<file path="src/design/ucode_pkg.sv">
// Purpose: shared constants for the firmware download link between host and drive
// Assumes: one clock, synchronous active-high reset
// Notes:   error and status bit positions follow the drive's command block layout
package ucode_pkg;
    // --------------------------------------------------------------------
    // command and subcommand codes
    // --------------------------------------------------------------------
    localparam logic [7:0] CMD_DOWNLOAD = 8'h92;
    localparam logic [7:0] CMD_DIAG     = 8'h90;
    localparam logic [7:0] SUB_SEGMENT  = 8'h03;
    localparam logic [7:0] SUB_SINGLE   = 8'h07;
    // --------------------------------------------------------------------
    // error register bits
    // --------------------------------------------------------------------
    localparam int ERR_UNC_BIT  = 6;
    localparam int ERR_IDN_BIT  = 4;
    localparam int ERR_ABT_BIT  = 2;
    localparam int ERR_AMN_BIT  = 0;
    // --------------------------------------------------------------------
    // status register bits
    // --------------------------------------------------------------------
    localparam int STS_BSY_BIT  = 7;
    localparam int STS_RDY_BIT  = 6;
    localparam int STS_DF_BIT   = 5;
    localparam int STS_DSC_BIT  = 4;
    localparam int STS_DRQ_BIT  = 3;
    localparam int STS_ERR_BIT  = 0;
    localparam logic [7:0] STATUS_RESET = 8'h50;  // ready and seek complete
    // --------------------------------------------------------------------
    // controller register map (avalon word addresses are byte/4)
    // --------------------------------------------------------------------
    localparam logic [3:0] REG_CTRL     = 4'h0;   // wr: bit0 go, bit1 reset pulse
    localparam logic [3:0] REG_CMD      = 4'h1;   // [31:24] cmd [23:16] feat [15:0] count
    localparam logic [3:0] REG_OFFSET   = 4'h2;   // [15:0] buffer offset
    localparam logic [3:0] REG_RESULT   = 4'h3;   // [15:8] status [7:0] error
    localparam logic [3:0] REG_IRQ_STAT = 4'h4;   // bit0 done, bit1 error; clear on read
    localparam logic [3:0] REG_IRQ_MASK = 4'h5;
    localparam logic [3:0] REG_DEV_STAT = 4'h6;   // device side status register
    localparam int CTRL_GO_BIT    = 0;
    localparam int CTRL_RESET_BIT = 1;
    localparam int IRQ_DONE_BIT   = 0;
    localparam int IRQ_ERR_BIT    = 1;
    // --------------------------------------------------------------------
    // timing
    // --------------------------------------------------------------------
    localparam int CLK_MHZ        = 200;
    localparam int SECTOR_WORDS   = 128;      // 512 bytes in 32-bit words
    localparam int RELOAD_NS      = 100;
    localparam int RELOAD_CYCLES  = (RELOAD_NS * CLK_MHZ + 999) / 1000;
endpackage

</file>
<file path="src/design/ucode_link_if.sv">
// Purpose: task-file style link between host controller and drive command logic
// Assumes: single clock shared by both ends
// Notes:   data words move with valid/ready, one per accepted cycle
`timescale 1ns/100ps
interface ucode_link_if;
    logic        cmd_valid;    // host presents a command block
    logic [7:0]  command;
    logic [7:0]  feature;
    logic [7:0]  sector_count;
    logic [7:0]  lba_low;
    logic [7:0]  lba_mid;
    logic [7:0]  lba_high;
    logic        soft_reset;   // one-cycle reset pulse from host
    logic        data_valid;
    logic [31:0] data;
    logic        data_ready;
    logic        cmd_done;     // pulse: command finished
    logic [7:0]  error_out;
    logic [7:0]  status_out;
    modport host (output cmd_valid, command, feature, sector_count, lba_low, lba_mid, lba_high,
                  soft_reset, data_valid, data, input data_ready, cmd_done, error_out, status_out);
    modport device (input cmd_valid, command, feature, sector_count, lba_low, lba_mid, lba_high,
                    soft_reset, data_valid, data, output data_ready, cmd_done, error_out, status_out);
endinterface

</file>
<file path="src/design/ucode_device.sv">
// Purpose: drive-side interpreter for firmware download and diagnostic commands
// Assumes: host keeps to whole sectors and ascending segments
// Notes:   the image store is a word array; verification is a running checksum
`timescale 1ns/100ps
module ucode_device
    import ucode_pkg::*;
#(
    parameter int IMAGE_WORDS = 4096,
    parameter int ADDR_W      = 12
) (
    // clock and reset
    input  wire logic       i_clk,
    input  wire logic       i_reset,
    // link
    ucode_link_if.device    link,
    // drive conditions
    input  wire logic       i_security_locked,
    input  wire logic       i_spinup_disabled,
    input  wire logic       i_reload_fail,
    input  wire logic [7:0] i_diag_code,
    // drive actions
    output logic            o_fw_activate,
    output logic            o_spin_down,
    output logic            o_image_saved,
    output logic [31:0]     o_image_checksum
);
    import ucode_pkg::*;

    typedef enum logic [2:0] {
        ST_IDLE = 3'b000,
        ST_DATA = 3'b001,
        ST_SAVE = 3'b010,
        ST_LOAD = 3'b011,
        ST_DONE = 3'b100
    } dev_state_t;

    dev_state_t  state_reg;
    logic [15:0] next_off_reg;
    logic        seg_mode_reg;
    logic        partial_reg;
    logic [22:0] words_left_reg;
    logic [ADDR_W-1:0] wr_addr_reg;
    logic [31:0] sum_reg;
    logic [7:0]  error_reg;
    logic [7:0]  status_reg;
    logic        done_reg;
    logic [15:0] load_cnt_reg;
    logic [31:0] image_mem [IMAGE_WORDS];
    logic [31:0] saved_mem [IMAGE_WORDS];
    logic [ADDR_W-1:0] save_addr_reg;
    logic        final_seg_reg;

    // --------------------------------------------------------------------
    // command decode
    // --------------------------------------------------------------------
    logic [15:0] xfer_sectors;
    logic [15:0] seg_offset;
    logic        is_dl;
    logic        bad_sub;
    logic        seq_bad;
    assign xfer_sectors = {link.lba_low, link.sector_count};
    assign seg_offset   = {link.lba_high, link.lba_mid};
    assign is_dl        = link.command == CMD_DOWNLOAD;
    assign bad_sub      = link.feature != SUB_SEGMENT && link.feature != SUB_SINGLE;
    assign seq_bad      = link.feature == SUB_SEGMENT && seg_offset != next_off_reg;

    assign link.data_ready = state_reg == ST_DATA;
    assign link.cmd_done   = done_reg;
    assign link.error_out  = error_reg;
    assign link.status_out = status_reg;

    // --------------------------------------------------------------------
    // command state machine
    // --------------------------------------------------------------------
    // a soft or hard reset wins over any command in flight
    always_ff @(posedge i_clk) begin
        done_reg      <= 1'b0;
        o_fw_activate <= 1'b0;
        o_spin_down   <= 1'b0;
        o_image_saved <= 1'b0;
        if (i_reset || link.soft_reset) begin
            state_reg      <= ST_IDLE;
            next_off_reg   <= 16'h0000;
            partial_reg    <= 1'b0;
            seg_mode_reg   <= 1'b0;
            words_left_reg <= 23'h00_0000;
            wr_addr_reg    <= '0;
            sum_reg        <= 32'h0000_0000;
            error_reg      <= 8'h00;
            status_reg     <= STATUS_RESET;
            load_cnt_reg   <= 16'h0000;
            save_addr_reg  <= '0;
            final_seg_reg  <= 1'b0;
            o_image_checksum <= 32'h0000_0000;
        end else begin
            unique case (state_reg)
                ST_IDLE: begin
                    if (link.cmd_valid) begin
                        error_reg <= 8'h00;
                        status_reg <= STATUS_RESET;
                        if (!is_dl) begin
                            // another command discards any partial image
                            next_off_reg <= 16'h0000;
                            partial_reg  <= 1'b0;
                            sum_reg      <= 32'h0000_0000;
                            wr_addr_reg  <= '0;
                            if (link.command == CMD_DIAG) begin
                                error_reg  <= i_diag_code;
                                status_reg <= 8'h00;
                            end
                            done_reg <= 1'b1;
                        end else if (bad_sub || i_security_locked || seq_bad) begin
                            error_reg[ERR_ABT_BIT]  <= 1'b1;
                            status_reg[STS_ERR_BIT] <= 1'b1;
                            next_off_reg <= 16'h0000;
                            partial_reg  <= 1'b0;
                            sum_reg      <= 32'h0000_0000;
                            wr_addr_reg  <= '0;
                            done_reg     <= 1'b1;
                        end else begin
                            seg_mode_reg   <= link.feature == SUB_SEGMENT;
                            words_left_reg <= {xfer_sectors, 7'h00};     // 128 words a sector
                            next_off_reg   <= seg_offset + xfer_sectors;
                            // the last segment is the one that fills the image
                            final_seg_reg  <= link.feature == SUB_SINGLE ||
                                ({7'h00, seg_offset + xfer_sectors, 7'h00} >= 30'(IMAGE_WORDS));
                            if (link.feature == SUB_SINGLE) begin
                                wr_addr_reg <= '0;
                                sum_reg     <= 32'h0000_0000;
                            end
                            partial_reg <= 1'b1;
                            status_reg[STS_DRQ_BIT] <= 1'b1;
                            state_reg <= (xfer_sectors == 16'h0000) ? ST_SAVE : ST_DATA;
                        end
                    end
                end
                ST_DATA: begin
                    if (link.data_valid) begin
                        sum_reg        <= sum_reg + link.data;
                        wr_addr_reg    <= wr_addr_reg + 1'b1;
                        words_left_reg <= words_left_reg - 23'h00_0001;
                        if (words_left_reg == 23'h00_0001) begin
                            status_reg[STS_DRQ_BIT] <= 1'b0;
                            if (final_seg_reg) begin
                                save_addr_reg <= '0;
                                state_reg     <= ST_SAVE;
                            end else begin
                                done_reg  <= 1'b1;
                                state_reg <= ST_IDLE;
                            end
                        end
                    end
                end
                ST_SAVE: begin
                    // publish the running checksum and copy the image into the persistent store, one word a cycle
                    o_image_checksum <= sum_reg;
                    save_addr_reg <= save_addr_reg + 1'b1;
                    if (save_addr_reg == ADDR_W'(IMAGE_WORDS - 1)) begin
                        o_image_saved <= 1'b1;
                        o_fw_activate <= 1'b1;
                        load_cnt_reg  <= 16'(RELOAD_CYCLES);
                        state_reg     <= ST_LOAD;
                    end
                end
                ST_LOAD: begin
                    load_cnt_reg <= load_cnt_reg - 16'h0001;
                    if (load_cnt_reg == 16'h0001) begin
                        if (i_reload_fail) begin
                            error_reg[ERR_UNC_BIT]  <= 1'b1;
                            status_reg[STS_ERR_BIT] <= 1'b1;
                        end else if (i_spinup_disabled) begin
                            o_spin_down <= 1'b1;
                        end
                        state_reg <= ST_DONE;
                    end
                end
                ST_DONE: begin
                    next_off_reg <= 16'h0000;
                    partial_reg  <= 1'b0;
                    sum_reg      <= 32'h0000_0000;
                    wr_addr_reg  <= '0;
                    done_reg     <= 1'b1;
                    state_reg    <= ST_IDLE;
                end
                default: state_reg <= ST_IDLE;
            endcase
        end
    end

    // image memories: no reset, contents are only valid while tracked
    always_ff @(posedge i_clk) begin
        if (state_reg == ST_DATA && link.data_valid) begin
            image_mem[wr_addr_reg] <= link.data;
        end
        if (state_reg == ST_SAVE) begin
            saved_mem[save_addr_reg] <= image_mem[save_addr_reg];
        end
    end
endmodule

</file>
<file path="src/flat_wrapper.sv">
// flat-port wrapper written by rule: the top's interface ports become plain ports
module ucode_device_flat import ucode_pkg::*;
#(
    parameter int IMAGE_WORDS = 4096,
    parameter int ADDR_W      = 12
)
  (i_clk, i_reset, i_security_locked, i_spinup_disabled, i_reload_fail, i_diag_code, o_fw_activate, o_spin_down, o_image_saved, o_image_checksum, link_cmd_valid, link_command, link_feature, link_sector_count, link_lba_low, link_lba_mid, link_lba_high, link_soft_reset, link_data_valid, link_data, link_data_ready, link_cmd_done, link_error_out, link_status_out);
  ucode_link_if link_i ();
  input  wire logic i_clk;
  input  wire logic i_reset;
  input  wire logic i_security_locked;
  input  wire logic i_spinup_disabled;
  input  wire logic i_reload_fail;
  input  wire logic [7:0] i_diag_code;
  output logic o_fw_activate;
  output logic o_spin_down;
  output logic o_image_saved;
  output logic [31:0] o_image_checksum;
  input wire logic [$bits(link_i.cmd_valid)-1:0] link_cmd_valid;
  input wire logic [$bits(link_i.command)-1:0] link_command;
  input wire logic [$bits(link_i.feature)-1:0] link_feature;
  input wire logic [$bits(link_i.sector_count)-1:0] link_sector_count;
  input wire logic [$bits(link_i.lba_low)-1:0] link_lba_low;
  input wire logic [$bits(link_i.lba_mid)-1:0] link_lba_mid;
  input wire logic [$bits(link_i.lba_high)-1:0] link_lba_high;
  input wire logic [$bits(link_i.soft_reset)-1:0] link_soft_reset;
  input wire logic [$bits(link_i.data_valid)-1:0] link_data_valid;
  input wire logic [$bits(link_i.data)-1:0] link_data;
  output wire logic [$bits(link_i.data_ready)-1:0] link_data_ready;
  output wire logic [$bits(link_i.cmd_done)-1:0] link_cmd_done;
  output wire logic [$bits(link_i.error_out)-1:0] link_error_out;
  output wire logic [$bits(link_i.status_out)-1:0] link_status_out;
  assign link_i.cmd_valid = link_cmd_valid;
  assign link_i.command = link_command;
  assign link_i.feature = link_feature;
  assign link_i.sector_count = link_sector_count;
  assign link_i.lba_low = link_lba_low;
  assign link_i.lba_mid = link_lba_mid;
  assign link_i.lba_high = link_lba_high;
  assign link_i.soft_reset = link_soft_reset;
  assign link_i.data_valid = link_data_valid;
  assign link_i.data = link_data;
  assign link_data_ready = link_i.data_ready;
  assign link_cmd_done = link_i.cmd_done;
  assign link_error_out = link_i.error_out;
  assign link_status_out = link_i.status_out;
  ucode_device #(.IMAGE_WORDS(IMAGE_WORDS), .ADDR_W(ADDR_W)) u_core (.i_clk(i_clk), .i_reset(i_reset), .link(link_i), .i_security_locked(i_security_locked), .i_spinup_disabled(i_spinup_disabled), .i_reload_fail(i_reload_fail), .i_diag_code(i_diag_code), .o_fw_activate(o_fw_activate), .o_spin_down(o_spin_down), .o_image_saved(o_image_saved), .o_image_checksum(o_image_checksum));
endmodule
</file>
<file path="config.mk">
export PLATFORM = sky130hd
export DESIGN_NAME = ucode_device_flat
export DESIGN_NICKNAME = d
export VERILOG_FILES = /design/src/design/ucode_pkg.sv /design/src/design/ucode_link_if.sv /design/src/design/ucode_device.sv /design/src/flat_wrapper.sv
export SDC_FILE = /design/constraint.sdc
export NUM_CORES = 1
export LEC_CHECK = 0
export BUFFER_PORTS_ARGS = -buffer_cell sky130_fd_sc_hd__clkbuf_2
export CORE_ASPECT_RATIO = 1.5
export CORE_MARGIN = 2
export CORE_UTILIZATION = 61
export CTS_BUF_LIST = sky130_fd_sc_hd__clkbuf_4 sky130_fd_sc_hd__clkbuf_8 sky130_fd_sc_hd__clkbuf_16
export CTS_CLUSTER_SIZE = 16
export DETAILED_ROUTE_END_ITERATION = 12
export GPL_ROUTABILITY_DRIVEN = 0
export GPL_TIMING_DRIVEN = 0
export PLACE_DENSITY_LB_ADDON = 0.08
export SLEW_MARGIN = 20
export SYNTH_ARGS = -nofsm -noshare
export SYNTH_HDL_FRONTEND = slang
export SYNTH_SLANG_ARGS = --single-unit
</file>
<file path="constraint.sdc">
create_clock -name i_clk -period 9.01 [get_ports i_clk]
set_clock_uncertainty 0.05 [all_clocks]
set_input_delay 0.4505 -clock i_clk [delete_from_list [all_inputs] [get_ports i_clk]]
set_output_delay 0.4505 -clock i_clk [all_outputs]
set_load 0.02 [all_outputs]
</file>
# Word level (Yosys, flattened, before mapping)
# Index checks and enable logic that the tools add are counted.
word_totals:
  ff_bits: 153
  input_bits: 96
  out_inout_bits: 53
  elab_cells: 135
classes:
  add_sub_neg: 5
  n_lt_le_gt_ge: 1
  eq_ne: 24
  n_mux: 59
  bitwise_logic: 4
  n_reduce_logical: 26
ops:
  columns: ["operator", "count"]
  rows:
  - ["2-to-1 mux 32 bit", 5]
  - ["case mux 32 bit (3 select lines)", 1]
  - ["2-to-1 mux 23 bit", 4]
  - ["2-to-1 mux 16 bit", 4]
  - ["case mux 16 bit (2 select lines)", 2]
  - ["case mux 23 bit (2 select lines)", 1]
  - ["2-to-1 mux 12 bit", 3]
  - ["adder 32 bit", 1]
  - ["2-to-1 mux 3 bit", 8]
  - ["case mux 12 bit (2 select lines)", 1]
  - ["equality test 23 x 1 -> 1 bit (second input constant)", 1]
  - [">= comparator 23 x 13 -> 1 bit (second input constant)", 1]
  - ["subtractor 23 x 1 -> 23 bit (second input constant)", 1]
  - ["AND reduction 4 bit", 5]
  - ["adder 16 bit", 1]
  - ["equality test 16 x 1 -> 1 bit (second input constant)", 1]
  - ["equality test 8 bit (second input constant)", 2]
  - ["zero test 16 bit", 1]
  - ["2-to-1 mux 1 bit", 16]
  - ["inequality test 16 bit", 1]
  - ["subtractor 16 x 1 -> 16 bit (second input constant)", 1]
  - ["2-to-1 mux 7 bit", 2]
  - ["adder 12 x 1 -> 12 bit (second input constant)", 1]
  - ["equality test 12 bit (second input constant)", 1]
  - ["other kinds (28)", 54]

# Longest topological paths before layout
# Gate-level depths: netlist of the first run.
logic_depth:
  depth_word: 8
  depth_mapped: 11

# Worst setup path before layout of the first run
# Ideal clock, no wire load.
synth_path:
  path_type: "input-to-reg"
  startpoint: "input link_feature[5]"
  endpoint: "register u_core.final_seg_reg"
  setup_time_ns: 0.125
  arrival_ns: 3.073
  path_slack_ns: 5.762
  stages: 9
  n_path_buf: 0
  cell_sequence: "or4_1 > or3_1 > or3_4 > a211oi_4 > o21ai_1 > or4_1 > or4_1 > nor4_2 > a21oi_1"
synth_between:
  elab_chain_cells: 6
  elab_cells_between_ends: 11
  cone_classes: "eq/ne: 4; bitwise: 1; reduce/logical: 6"
synth_lines:
  columns: ["element", "line_no", "rtl"]
  rows:
  - ["from (decl)", "flat_wrapper.sv:21", "input wire logic [$bits(link_i.feature)-1:0] link_feature;"]
  - ["inequality test 8 x 2 -> 1 bit / inequality test 8 x 3 -> 1 bit (equally long branches)", "ucode_device.sv:64", "assign bad_sub = link.feature != SUB_SEGMENT && link.feature != SUB_SINGLE;"]
  - ["logical AND 1 bit", "ucode_device.sv:64", null]
  - ["logical OR 1 bit (2 in series)", "ucode_device.sv:112", "end else if (bad_sub || i_security_locked || seq_bad) begin"]
  - ["NOT 1 bit (no source line)", null, null]
  - ["AND reduction 4 bit (no source line)", null, null]
  - ["to (signal assigned)", "ucode_device.sv:125", "final_seg_reg <= link.feature == SUB_SINGLE ||"]
  - ["to (decl)", "ucode_device.sv:51", "logic final_seg_reg;"]
# Parallel ways exist; a longest one is shown, timed or not.
# A chain may end at the register's enable or synchronous reset.

# Worst setup path in the final report of the first run
layout_path:
  startpoint: "register u_core.sum_reg[0]"
  endpoint: "register u_core.sum_reg[30]"
layout_between:
  elab_chain_cells: 3
layout_lines:
  columns: ["element", "line_no", "rtl"]
  rows:
  - ["from (decl)", "ucode_device.sv:43", "logic [31:0] sum_reg;"]
  - ["from (signal assigned)", "ucode_device.sv:139", "sum_reg <= sum_reg + link.data;"]
  - ["adder 32 bit", "ucode_device.sv:139", null]
  - ["2-to-1 mux 32 bit", "ucode_device.sv:138", "if (link.data_valid) begin"]
  - ["case mux 32 bit (3 select lines)", "ucode_device.sv:96", "unique case (state_reg)"]
# No other way between the ends. The select of a mux whose other input is x is not followed.

==> results of run 1 <==
## final timing paths
path	endpoint	depth (start not counted)	start
worst max-delay path	u_core.sum_reg[30]	11	u_core.sum_reg[0]
worst min register to register	u_core.link.error_out[3]	2	u_core.link.error_out[3]
worst max register to register	u_core.sum_reg[30]	11	u_core.sum_reg[0]
worst min-delay path	u_core.o_spin_down	3	i_spinup_disabled
## worst reg2reg max path: cells and delay by family (launching register included)
kind / cells / cell delay [ns]
DFF: 1 / 0.34
adders and majority gates: 2 / 0.68
and+or+nand+nor: 4 / 0.88
AOI/OAI and AO/OA: 5 / 1.26
## cells by family after synthesis
group | share of synthesized area, %
AO/OA/AOI/OAI | 21.76
adder cells (fa/ha/maj) | 7.835
AND/OR/NAND/NOR | 24.78
multiplexers | 0.2313
other | 0.04332
buffers and inverters | 3.512
XOR/XNOR | 7.386
flip-flops | 34.46
## per-layer routing
metal | part of all wire, % | track usage [%]
met1 | 39 | 36.61
met2 | 52 | 59.14
met3 | 5.2 | 4.951
met4 | 3.4 | 14.19
met5 | 0 | 0
## cell type report
class / count / area [µm²]
multi-input cells: 898 / 5385
plain buffers: 54 / 229.0
flip-flops and latches: 149 / 2983
clock inverters: 14 / 150.1
well taps: 165 / 206.4
fillers: 1163 / 3737
inverters: 20 / 75.07
repair buffers: 144 / 720.7
clock buffers: 18 / 439.2
## report_power, final
part	internal [W]	switching (W)	total, W
registers	0.000659	0.000000336	0.000660
clock network	0.000418	0.000299	0.000717
logic	0.0000576	0.0000910	0.000149
total	0.00113	0.000390	0.00153
## layout by cell type (no fill, tap or decap), drive strengths merged, types with 5 or more instances in the layout
master,instances
a211oi,19
a21o,19
a21oi,125
a22oi,25
a31oi,6
and2,5
and3,10
buf,11
clkbuf,205
clkinv,6
dfxtp,149
ha,51
inv,24
nand2,162
nand2b,8
nand3,35
nand4,11
nor2,126
nor2b,8
nor3,38
nor3b,5
nor4,18
o211ai,9
o21a,11
o21ai,51
o21bai,5
or2,9
or3,11
or4,5
xnor2,30
xor2,43
## stage by stage
| step | cell area, µm² | setup slack [ns] | util, % | total power (W) |
|---|---|---|---|---|
| after floorplan | 8667 | 5.762 | - | 0.0007646 |
| after detailed placement | 9594 | 5.377 | 68.89 | 0.0008200 |
| after global placement | 9594 | 5.387 | 68.89 | 0.0008187 |
| after CTS | 10180 | 5.739 | 73.13 | 0.001523 |
| after global routing | 10190 | 5.524 | 73.16 | 0.001571 |
| final | 10190 | 5.688 | 73.16 | 0.001525 |
==> metrics.cfg, run 1 <==
[status]
outcome = completed

[floorplan]
initial_utilization_pct = 62.16
ioPinCount = 149
dieArea_um2 = 15180
coreArea_um2 = 13930
dieWidth_um = 101.3
die_h_um = 149.9
row_count = 53

[detailed_routing]
drt-initial-drc-count = 541
drc = 0
wl_per_cell_um = 16.71
via_count = 8799
routed_wl_um = 24430
via_per_inst = 6.018
drtPass1Iterations = 6
drtAntennaViolNets = 0

[clock_tree]
post_cts_resized = 0
clock_sinks = 149
clkSlewWorstSetupHoldPaths_ns = 0.07
clk_latency_ns = 0.43
cts_buffers = 17
htree_levels = 4
cts_tree = built
postCtsSetupBuffers = 0
cts_buffer_depth = 2
cts_root_buf = clkbuf_16
cts_hold_buf = 0

[synthesis]
synth_enable_flop_cells = 0
synth.area.top_cells = dfxtp_1 34%, ha_1 7.4%, a21oi_1 7.2%
async_flop_share_pct = 0
synthFlopType = dfxtp_1
ys_seq_area_share_pct = 34.46
synth_most_common_cell = nand2_1
syn_inst = 1118
ys_seq_elements = 149
yosysWarningCount = 0
yosys.area.top_type_share_pct = 34.46
synth_common_cells = 162 x nand2_1, 149 x dfxtp_1, 126 x nor2_1
avgSynthCellArea_um2 = 7.742
yosys.area.top_type = dfxtp_1
ys_types = 65
syn_area_um2 = 8656

[finish]
syn_to_final_growth_pct = 17.71
stdcell_count = 1462
nets = 1433
diodes = 0
drive_above_1_share_pct = 15.50

[worst_setup_path]
max_stage_delay_ns = 0.44
crit_fanout = 3
crit_path_start_kind = flop
critPathBufInv = 0
cp_cell_sequence = ha_1 > fa_1 > a211oi_1 > o211ai_1 > and2_1 > a21oi_1 > a211oi_1 > o2111ai_1 > and2_1 > nor4_1 > or3_1
reg2reg_slack_ns = 5.69
worstPathRequired_ns = 9.27
end_kind = flop
critPathSlowestCell = fa_1
arrival_ns = 3.58
crit_family = compound AO/OA/AOI/OAI gates
worstSetupPathType = reg2reg

[timing]
min_period_ns = 3.322
drv_slew = 0
holdWs_ns = 0.2026
tightest_slew_ns = 0.9182
finalSetupTns_ns = 0
slew_headroom_pct = 37.92
setup_viol = 0
period_share_pct = 36.87
rsz0062_at_grt = false
final_hold_viol_count = 0
max_freq_mhz = 301.0

[global_route]
grt.total_usage_pct = 32.41
grt_overflow = 0
grt_pass1_wl_um = 39440
grt_pass1_vias = 8396
antenna_found_initial = 0
grt_max_degree = 17

[flow_run]
maxCapViolCount = 0

[placed_design]
hpwl_um = 18350
portBuffers = 144
dp.cells = 1430

[pwr]
irDropWorstVdd_mv = 0.1219
power.density_nw_per_um2 = 149.7
p_leak_nw = 4.155

[worst_hold_path]
hold_class = in2reg

No activity file was read; power rests on OpenSTA's default activity.
==> run 2: changes to the inputs <==
--- a/config.mk
+++ b/config.mk
@@ -8,7 +8,7 @@
 export BUFFER_PORTS_ARGS = -buffer_cell sky130_fd_sc_hd__clkbuf_2
 export CORE_ASPECT_RATIO = 1.5
 export CORE_MARGIN = 2
-export CORE_UTILIZATION = 61
+export CORE_UTILIZATION = 52
 export CTS_BUF_LIST = sky130_fd_sc_hd__clkbuf_4 sky130_fd_sc_hd__clkbuf_8 sky130_fd_sc_hd__clkbuf_16
 export CTS_CLUSTER_SIZE = 16
 export DETAILED_ROUTE_END_ITERATION = 12
==> constraint.sdc (replaced) <==
create_clock -name i_clk -period 2.9 [get_ports i_clk]
set_clock_uncertainty 0.05 [all_clocks]
set_input_delay 0.145 -clock i_clk [delete_from_list [all_inputs] [get_ports i_clk]]
set_output_delay 0.145 -clock i_clk [all_outputs]
set_load 0.02 [all_outputs]
==> metrics.cfg, run 2 (synthesis gave the netlist of run 1 again) <==
[detailed_routing]
wl_met1_um = 9970  ; +4.5%
drtAntennaViolNets = 0  ; unchanged
via_per_inst = 5.740  ; -4.6%
via_count = 8714  ; -0.97%
wl_met3_um = 1146  ; -9.2%
drt-initial-drc-count = 440  ; -19%
top_layer_used = met4
wl_per_cell_um = 16.44  ; -1.6%
dr_wl_met2_um = 12890  ; +0.60%
drc = 0  ; unchanged
routed_wl_um = 24950  ; +2.1%
drtPass1Iterations = 5  ; -1

[placed_design]
hpwl_um = 18740  ; +2.1%
dpl_cell_area_um2 = 9646  ; +0.53%
portBuffers = 144  ; unchanged
preCtsSetupSlack_ns = -0.4493  ; -5.826 ns

[timing]
max_freq_mhz = 357.2  ; +19%
setup_ws_ns = 0.1003  ; -5.588 ns
period_share_pct = 96.54  ; +60 points
min_period_ns = 2.800  ; -0.5225 ns
drv_slew = 0  ; unchanged
slew_headroom_pct = 49.59  ; +12 points
rsz0062_at_grt = true
final_hold_viol_count = 0  ; unchanged
finalSetupTns_ns = 0  ; unchanged
tightest_slew_ns = 0.7482  ; -0.1700 ns
setup_viol = 0  ; unchanged

[flow_run]
maxCapViolCount = 0  ; unchanged

[pwr]
combPwrFrac_pct = 9.8  ; about the same
power_frac_seq_pct = 41.8  ; -1.4 points
internal_power_w = 0.003674  ; +220%
total_power_w = 0.004900  ; +220%
p_leak_nw = 4.298  ; +3.5%
switchingPower_w = 0.001226  ; +210%
netSwitchingFraction_pct = 25.02  ; -0.57 points
irDropWorstVdd_mv = 0.2867  ; +140%
power.density_nw_per_um2 = 461.4  ; +210%
p_clk_share_pct = 48.4  ; +1.4 points

[global_route]
antenna_found_initial = 0  ; unchanged
grt_pass1_vias = 8360  ; -0.43%
grt.total_usage_pct = 28.46  ; -4.0 points
grt_max_degree = 17  ; unchanged
grt_pass1_wl_um = 39680  ; +0.61%
grt_overflow = 0  ; unchanged

[clock_tree]
clk_latency_ns = 0.43  ; about the same
cts_buffer_depth = 2  ; unchanged
clock_sinks = 149  ; unchanged
cts_buffers = 17  ; unchanged
cts_tree = built
cts_root_buf = clkbuf_16
htree_levels = 4  ; unchanged
clkSlewWorstSetupHoldPaths_ns = 0.06  ; about the same

[floorplan]
initial_utilization_pct = 53.23  ; -8.9 points
ioPinCount = 149  ; unchanged
die_h_um = 162.0  ; +8.1%
row_count = 57  ; +7.5%
dieArea_um2 = 17720  ; +17%
dieWidth_um = 109.3  ; +8.0%
coreArea_um2 = 16260  ; +17%

[worst_hold_path]
worstHoldStart = i_diag_code[6]
hold_class = in2reg

[finish]
diodes = 0  ; unchanged
final_cell_mix = 161 x nand2_1, 148 x dfxtp_1, 147 x clkbuf_2
final_common_cell = nand2_1
nets = 1448  ; +1.0%
stdcell_area_um2 = 10620  ; +4.2%
fin_util_pct = 65.30  ; -7.9 points
syn_to_final_growth_pct = 22.68
drive_above_1_share_pct = 18.60  ; +3.1 points

[worst_setup_path]
critPathSlowestCell = or4_1
worstPathRequired_ns = 3.16  ; -6.11 ns
max_stage_delay_ns = 0.42  ; -0.02 ns
arrival_ns = 3.06  ; -0.52 ns
worstSetupPathType = reg2reg
end_kind = flop
cp_cell_sequence = xor2_1 > nor4_2 > nand4_1 > a211oi_4 > o21ai_1 > or4_1 > or4_1 > nor4_2 > a21oi_1
r2r_start = u_core.next_off_reg[6]
critPathBufInv = 0  ; unchanged
startpoint = u_core.next_off_reg[6]
crit_fanout = 2  ; -1
crit_family = simple AND/OR/NAND/NOR gates
crit_path_start_kind = flop

[status]
outcome = completed

run 2: changes by cell type in the layout (fill, tap and decap cells not counted), moves of 3 or more:
cell / previous run / this run
buf_4: 6 / 18
dlygate4sd3_1: 0 / 9
clkbuf_1: 43 / 35
a211oi_1: 18 / 13
a211oi_2: 0 / 5
clkinv_2: 4 / 0
nor3_1: 37 / 33
clkbuf_2: 144 / 147
nor3_2: 1 / 4
nor4_1: 16 / 13
run 2: worst paths after layout:
| kind | to | slack (ns) | cells past startpoint |
|---|---|---|---|
| hold reg to reg | u_core.o_image_checksum[27] | 0.41 | 2 |
| hold / removal | u_core.link.error_out[6] | 0.02 | 3 |
| setup reg to reg | u_core.final_seg_reg | 0.10 | 9 |
| setup / recovery | u_core.final_seg_reg | 0.10 | 9 |
run 2: stage by stage:
step                hold slack [ns]  std cells
floorplan                    0.2339       1121
global placement             0.3287       1471
detailed placement           0.3324       1471
CTS                        0.009699       1517
global route                0.03954       1518
finish                      0.01805       1518
run 2: final cells by class:
type                       instances  area (µm²)
tap                              206       257.7
fill                            1546        5642
sequential                       149        2987
inverter                          20       75.07
timing repair buffer             163       885.9
buffer                            50       230.2
multi-input combinational        898        5550
clock inverter                    12       166.4
clock buffer                      20       466.7
run 2: worst min-delay path, cell delays in order:
cell      delay [ns]
clkbuf_2        0.10
a31oi_1         0.15
nor3_1          0.05
run 2: power by group through the flow:
| stage | clock, W | combinational, W | sequential [W] |
|---|---|---|---|
| after floorplan | 0 | 0.000278 | 0.00210 |
| after global placement | 0 | 0.000455 | 0.00210 |
| after detailed placement | 0 | 0.000455 | 0.00210 |
| after CTS | 0.00240 | 0.000470 | 0.00205 |
| after global routing | 0.00249 | 0.000525 | 0.00205 |
| final | 0.00237 | 0.000478 | 0.00205 |
run 2: layer usage:
layer  up-vias  GRT usage, %
li1       4343             -
met2       256         50.67
met5         -             0
met1      4045         32.38
met4         0         14.15
met3        70         4.254
run 2: timing repair:
action / in CTS / in global routing
hold endpoints to repair: 8 / 0
resized for setup: 20 / 30
hold buffers: 9 / 0
setup buffers: 5 / 5
pin swaps: 7 / 8
endpoints found under the setup margin: 60 / 68
==> run 3: changes to the inputs <==
--- a/config.mk
+++ b/config.mk
@@ -6,9 +6,9 @@
 export NUM_CORES = 1
 export LEC_CHECK = 0
 export BUFFER_PORTS_ARGS = -buffer_cell sky130_fd_sc_hd__clkbuf_2
-export CORE_ASPECT_RATIO = 1.5
+export CORE_ASPECT_RATIO = 0.8
 export CORE_MARGIN = 2
-export CORE_UTILIZATION = 52
+export CORE_UTILIZATION = 61
 export CTS_BUF_LIST = sky130_fd_sc_hd__clkbuf_4 sky130_fd_sc_hd__clkbuf_8 sky130_fd_sc_hd__clkbuf_16
 export CTS_CLUSTER_SIZE = 16
 export DETAILED_ROUTE_END_ITERATION = 12
==> constraint.sdc (replaced) <==
create_clock -name i_clk -period 3.6 [get_ports i_clk]
set_clock_uncertainty 0.05 [all_clocks]
set_input_delay 0.18 -clock i_clk [delete_from_list [all_inputs] [get_ports i_clk]]
set_output_delay 0.18 -clock i_clk [all_outputs]
set_load 0.02 [all_outputs]
==> metrics.cfg, run 3 (synthesis gave the netlist of run 1 again) <==
[floorplan]
ioPinCount = 149  ; unchanged
initial_utilization_pct = 63.21  ; +10 points
dieWidth_um = 137.2  ; +25%
dieArea_um2 = 15160  ; -14%
die_h_um = 110.5  ; -32%
coreArea_um2 = 13690  ; -16%
row_count = 38  ; -33%

[detailed_routing]
drtAntennaViolNets = 0  ; unchanged
wl_per_cell_um = 16.70  ; +1.6%
routed_wl_um = 24800  ; -0.62%
drtPass1Iterations = 5  ; unchanged
drt-initial-drc-count = 686  ; +56%
drc = 0  ; unchanged
via_count = 8923  ; +2.4%
via_per_inst = 6.009  ; +4.7%

[worst_setup_path]
crit_path_start_kind = flop
ff2ff_path_depth = 11  ; +2
rr_endpoint = u_core.sum_reg[30]
arrival_ns = 3.61  ; +0.55 ns
worstPathRequired_ns = 3.85  ; +0.69 ns
r2r_start = u_core.sum_reg[0]
startpoint = u_core.sum_reg[0]
crit_fanout = 3  ; +1
reg2reg_slack_ns = 0.24  ; +0.14 ns
crit_path_end = u_core.sum_reg[30]
end_kind = flop
worstSetupPathType = reg2reg

[timing]
drv_slew = 0  ; unchanged
setup_viol = 0  ; unchanged
max_freq_mhz = 297.9  ; -17%
period_share_pct = 93.25  ; -3.3 points
rsz0062_at_grt = false
tightest_slew_ns = 0.7583  ; +0.01009 ns
finalSetupTns_ns = 0  ; unchanged
holdWs_ns = 0.08059  ; +0.06254 ns
final_hold_viol_count = 0  ; unchanged
slew_headroom_pct = 48.73  ; -0.86 points
min_period_ns = 3.357  ; +0.5574 ns

[global_route]
grt_pass1_vias = 8302  ; -0.69%
use_met1_pct = 46.62  ; +14 points
grtUsageMet3_pct = 6.107  ; +1.9 points
grt_busiest_layer = met2
grt.total_usage_pct = 32.85  ; +4.4 points
grt_use_met2_pct = 51.04  ; +0.37 points
antenna_found_initial = 0  ; unchanged
grt_overflow = 0  ; unchanged
grt_pass1_wl_um = 40120  ; +1.1%
grt_max_degree = 17  ; unchanged

[pwr]
p_leak_nw = 4.210  ; -2.1%
power.density_nw_per_um2 = 376.1  ; -18%
irDropWorstVdd_mv = 0.4633  ; +62%

[finish]
final_cell_mix = 162 x nand2_1, 149 x dfxtp_1, 144 x clkbuf_2
drive_above_1_share_pct = 15.33  ; -3.3 points
nets = 1442  ; -0.41%
fin_util_pct = 75.37  ; +10 points
syn_to_final_growth_pct = 19.23
final_common_cell = nand2_1
diodes = 0  ; unchanged
nFillCells = 1079  ; -30%

[clock_tree]
cts_root_buf = clkbuf_16
cts_tree = built
htree_levels = 4  ; unchanged
clk_latency_ns = 0.43  ; about the same
post_cts_resized = 0  ; -100%
clock_sinks = 149  ; unchanged
cts_buffer_depth = 2  ; unchanged
cts_buffers = 17  ; unchanged
clkSlewWorstSetupHoldPaths_ns = 0.06  ; about the same

[worst_hold_path]
hold_class = in2reg

[placed_design]
hpwl_um = 18050  ; -3.7%
portBuffers = 144  ; unchanged

[status]
outcome = completed

[flow_run]
maxCapViolCount = 0  ; unchanged

==> run 3: cell types whose count changed in the layout (fill, tap and decap cells not counted), sizes merged <==
cell      change
clkbuf        +5
buf           -9
clkinvlp      -4
inv           -2
clkinv        +3
==> run 3: through the flow <==
step | instances | worst slack, ns | area (µm²) | power [W]
global route | 1485 | 0.1151 | 10320 | 0.003995
floorplan | 1121 | 0.6226 | 8667 | 0.001914
global placement | 1445 | 0.2416 | 9613 | 0.002045
CTS | 1485 | 0.3359 | 10310 | 0.003881
finish | 1485 | 0.2429 | 10320 | 0.003882
detailed placement | 1445 | 0.2336 | 9613 | 0.002048
==> run 3: how the worst min path moves through the flow <==
stage | endpoint | startpoint | cells past startpoint
finish | u_core.link.error_out[6] | i_diag_code[6] | 3
global route | u_core.words_left_reg[18] | link_lba_low[3] | 3
CTS | u_core.link.error_out[6] | i_diag_code[6] | 3
detailed placement | u_core.link.error_out[4] | i_diag_code[4] | 3
global placement | u_core.o_spin_down | i_spinup_disabled | 3
floorplan | u_core.link.error_out[2] | i_diag_code[2] | 2
==> run 3: worst max-delay path, stage by stage, from the launching register on <==
cell and delay (ns):
dfxtp_1 0.34, ha_1 0.24, fa_1 0.44, a211oi_1 0.30, o211ai_1 0.18, and2_1 0.21
a21oi_1 0.31, a211oi_1 0.20, o2111ai_1 0.27, and2_1 0.24, nor4_1 0.07, or3_1 0.38
==> run 3: repair_timing <==
item,in CTS,in global routing
setup buffers,0,0
hold buffers,9,0
hold endpoints to repair,8,0
==> run 3: area by class of cell <==
cell class                      count  area [µm²]  area share, %
Clock buffer                       22       488.0          4.728
Buffer                             54       229.0          2.219
Timing Repair Buffer              153       810.8          7.856
Clock inverter                      9       123.9          1.200
Inverter                           20       75.07         0.7274
Tap cell                          180       225.2          2.182
Multi-Input combinational cell    898        5385          52.18
Sequential cell                   149        2983          28.90
==> run 3: report_power, final <==
group          internal, W  switching (W)  leakage, nW
registers          0.00165    0.000000980         1.20
clock network      0.00116       0.000687        0.309
logic             0.000150       0.000229         2.70
==> run 3: metal layers <==
metal | up-vias | routed length [µm]
met4 | 0 | 439
met2 | 391 | 11180
met1 | 4143 | 11060
met3 | 46 | 2113
met5 | - | 0
li1 | 4343 | -
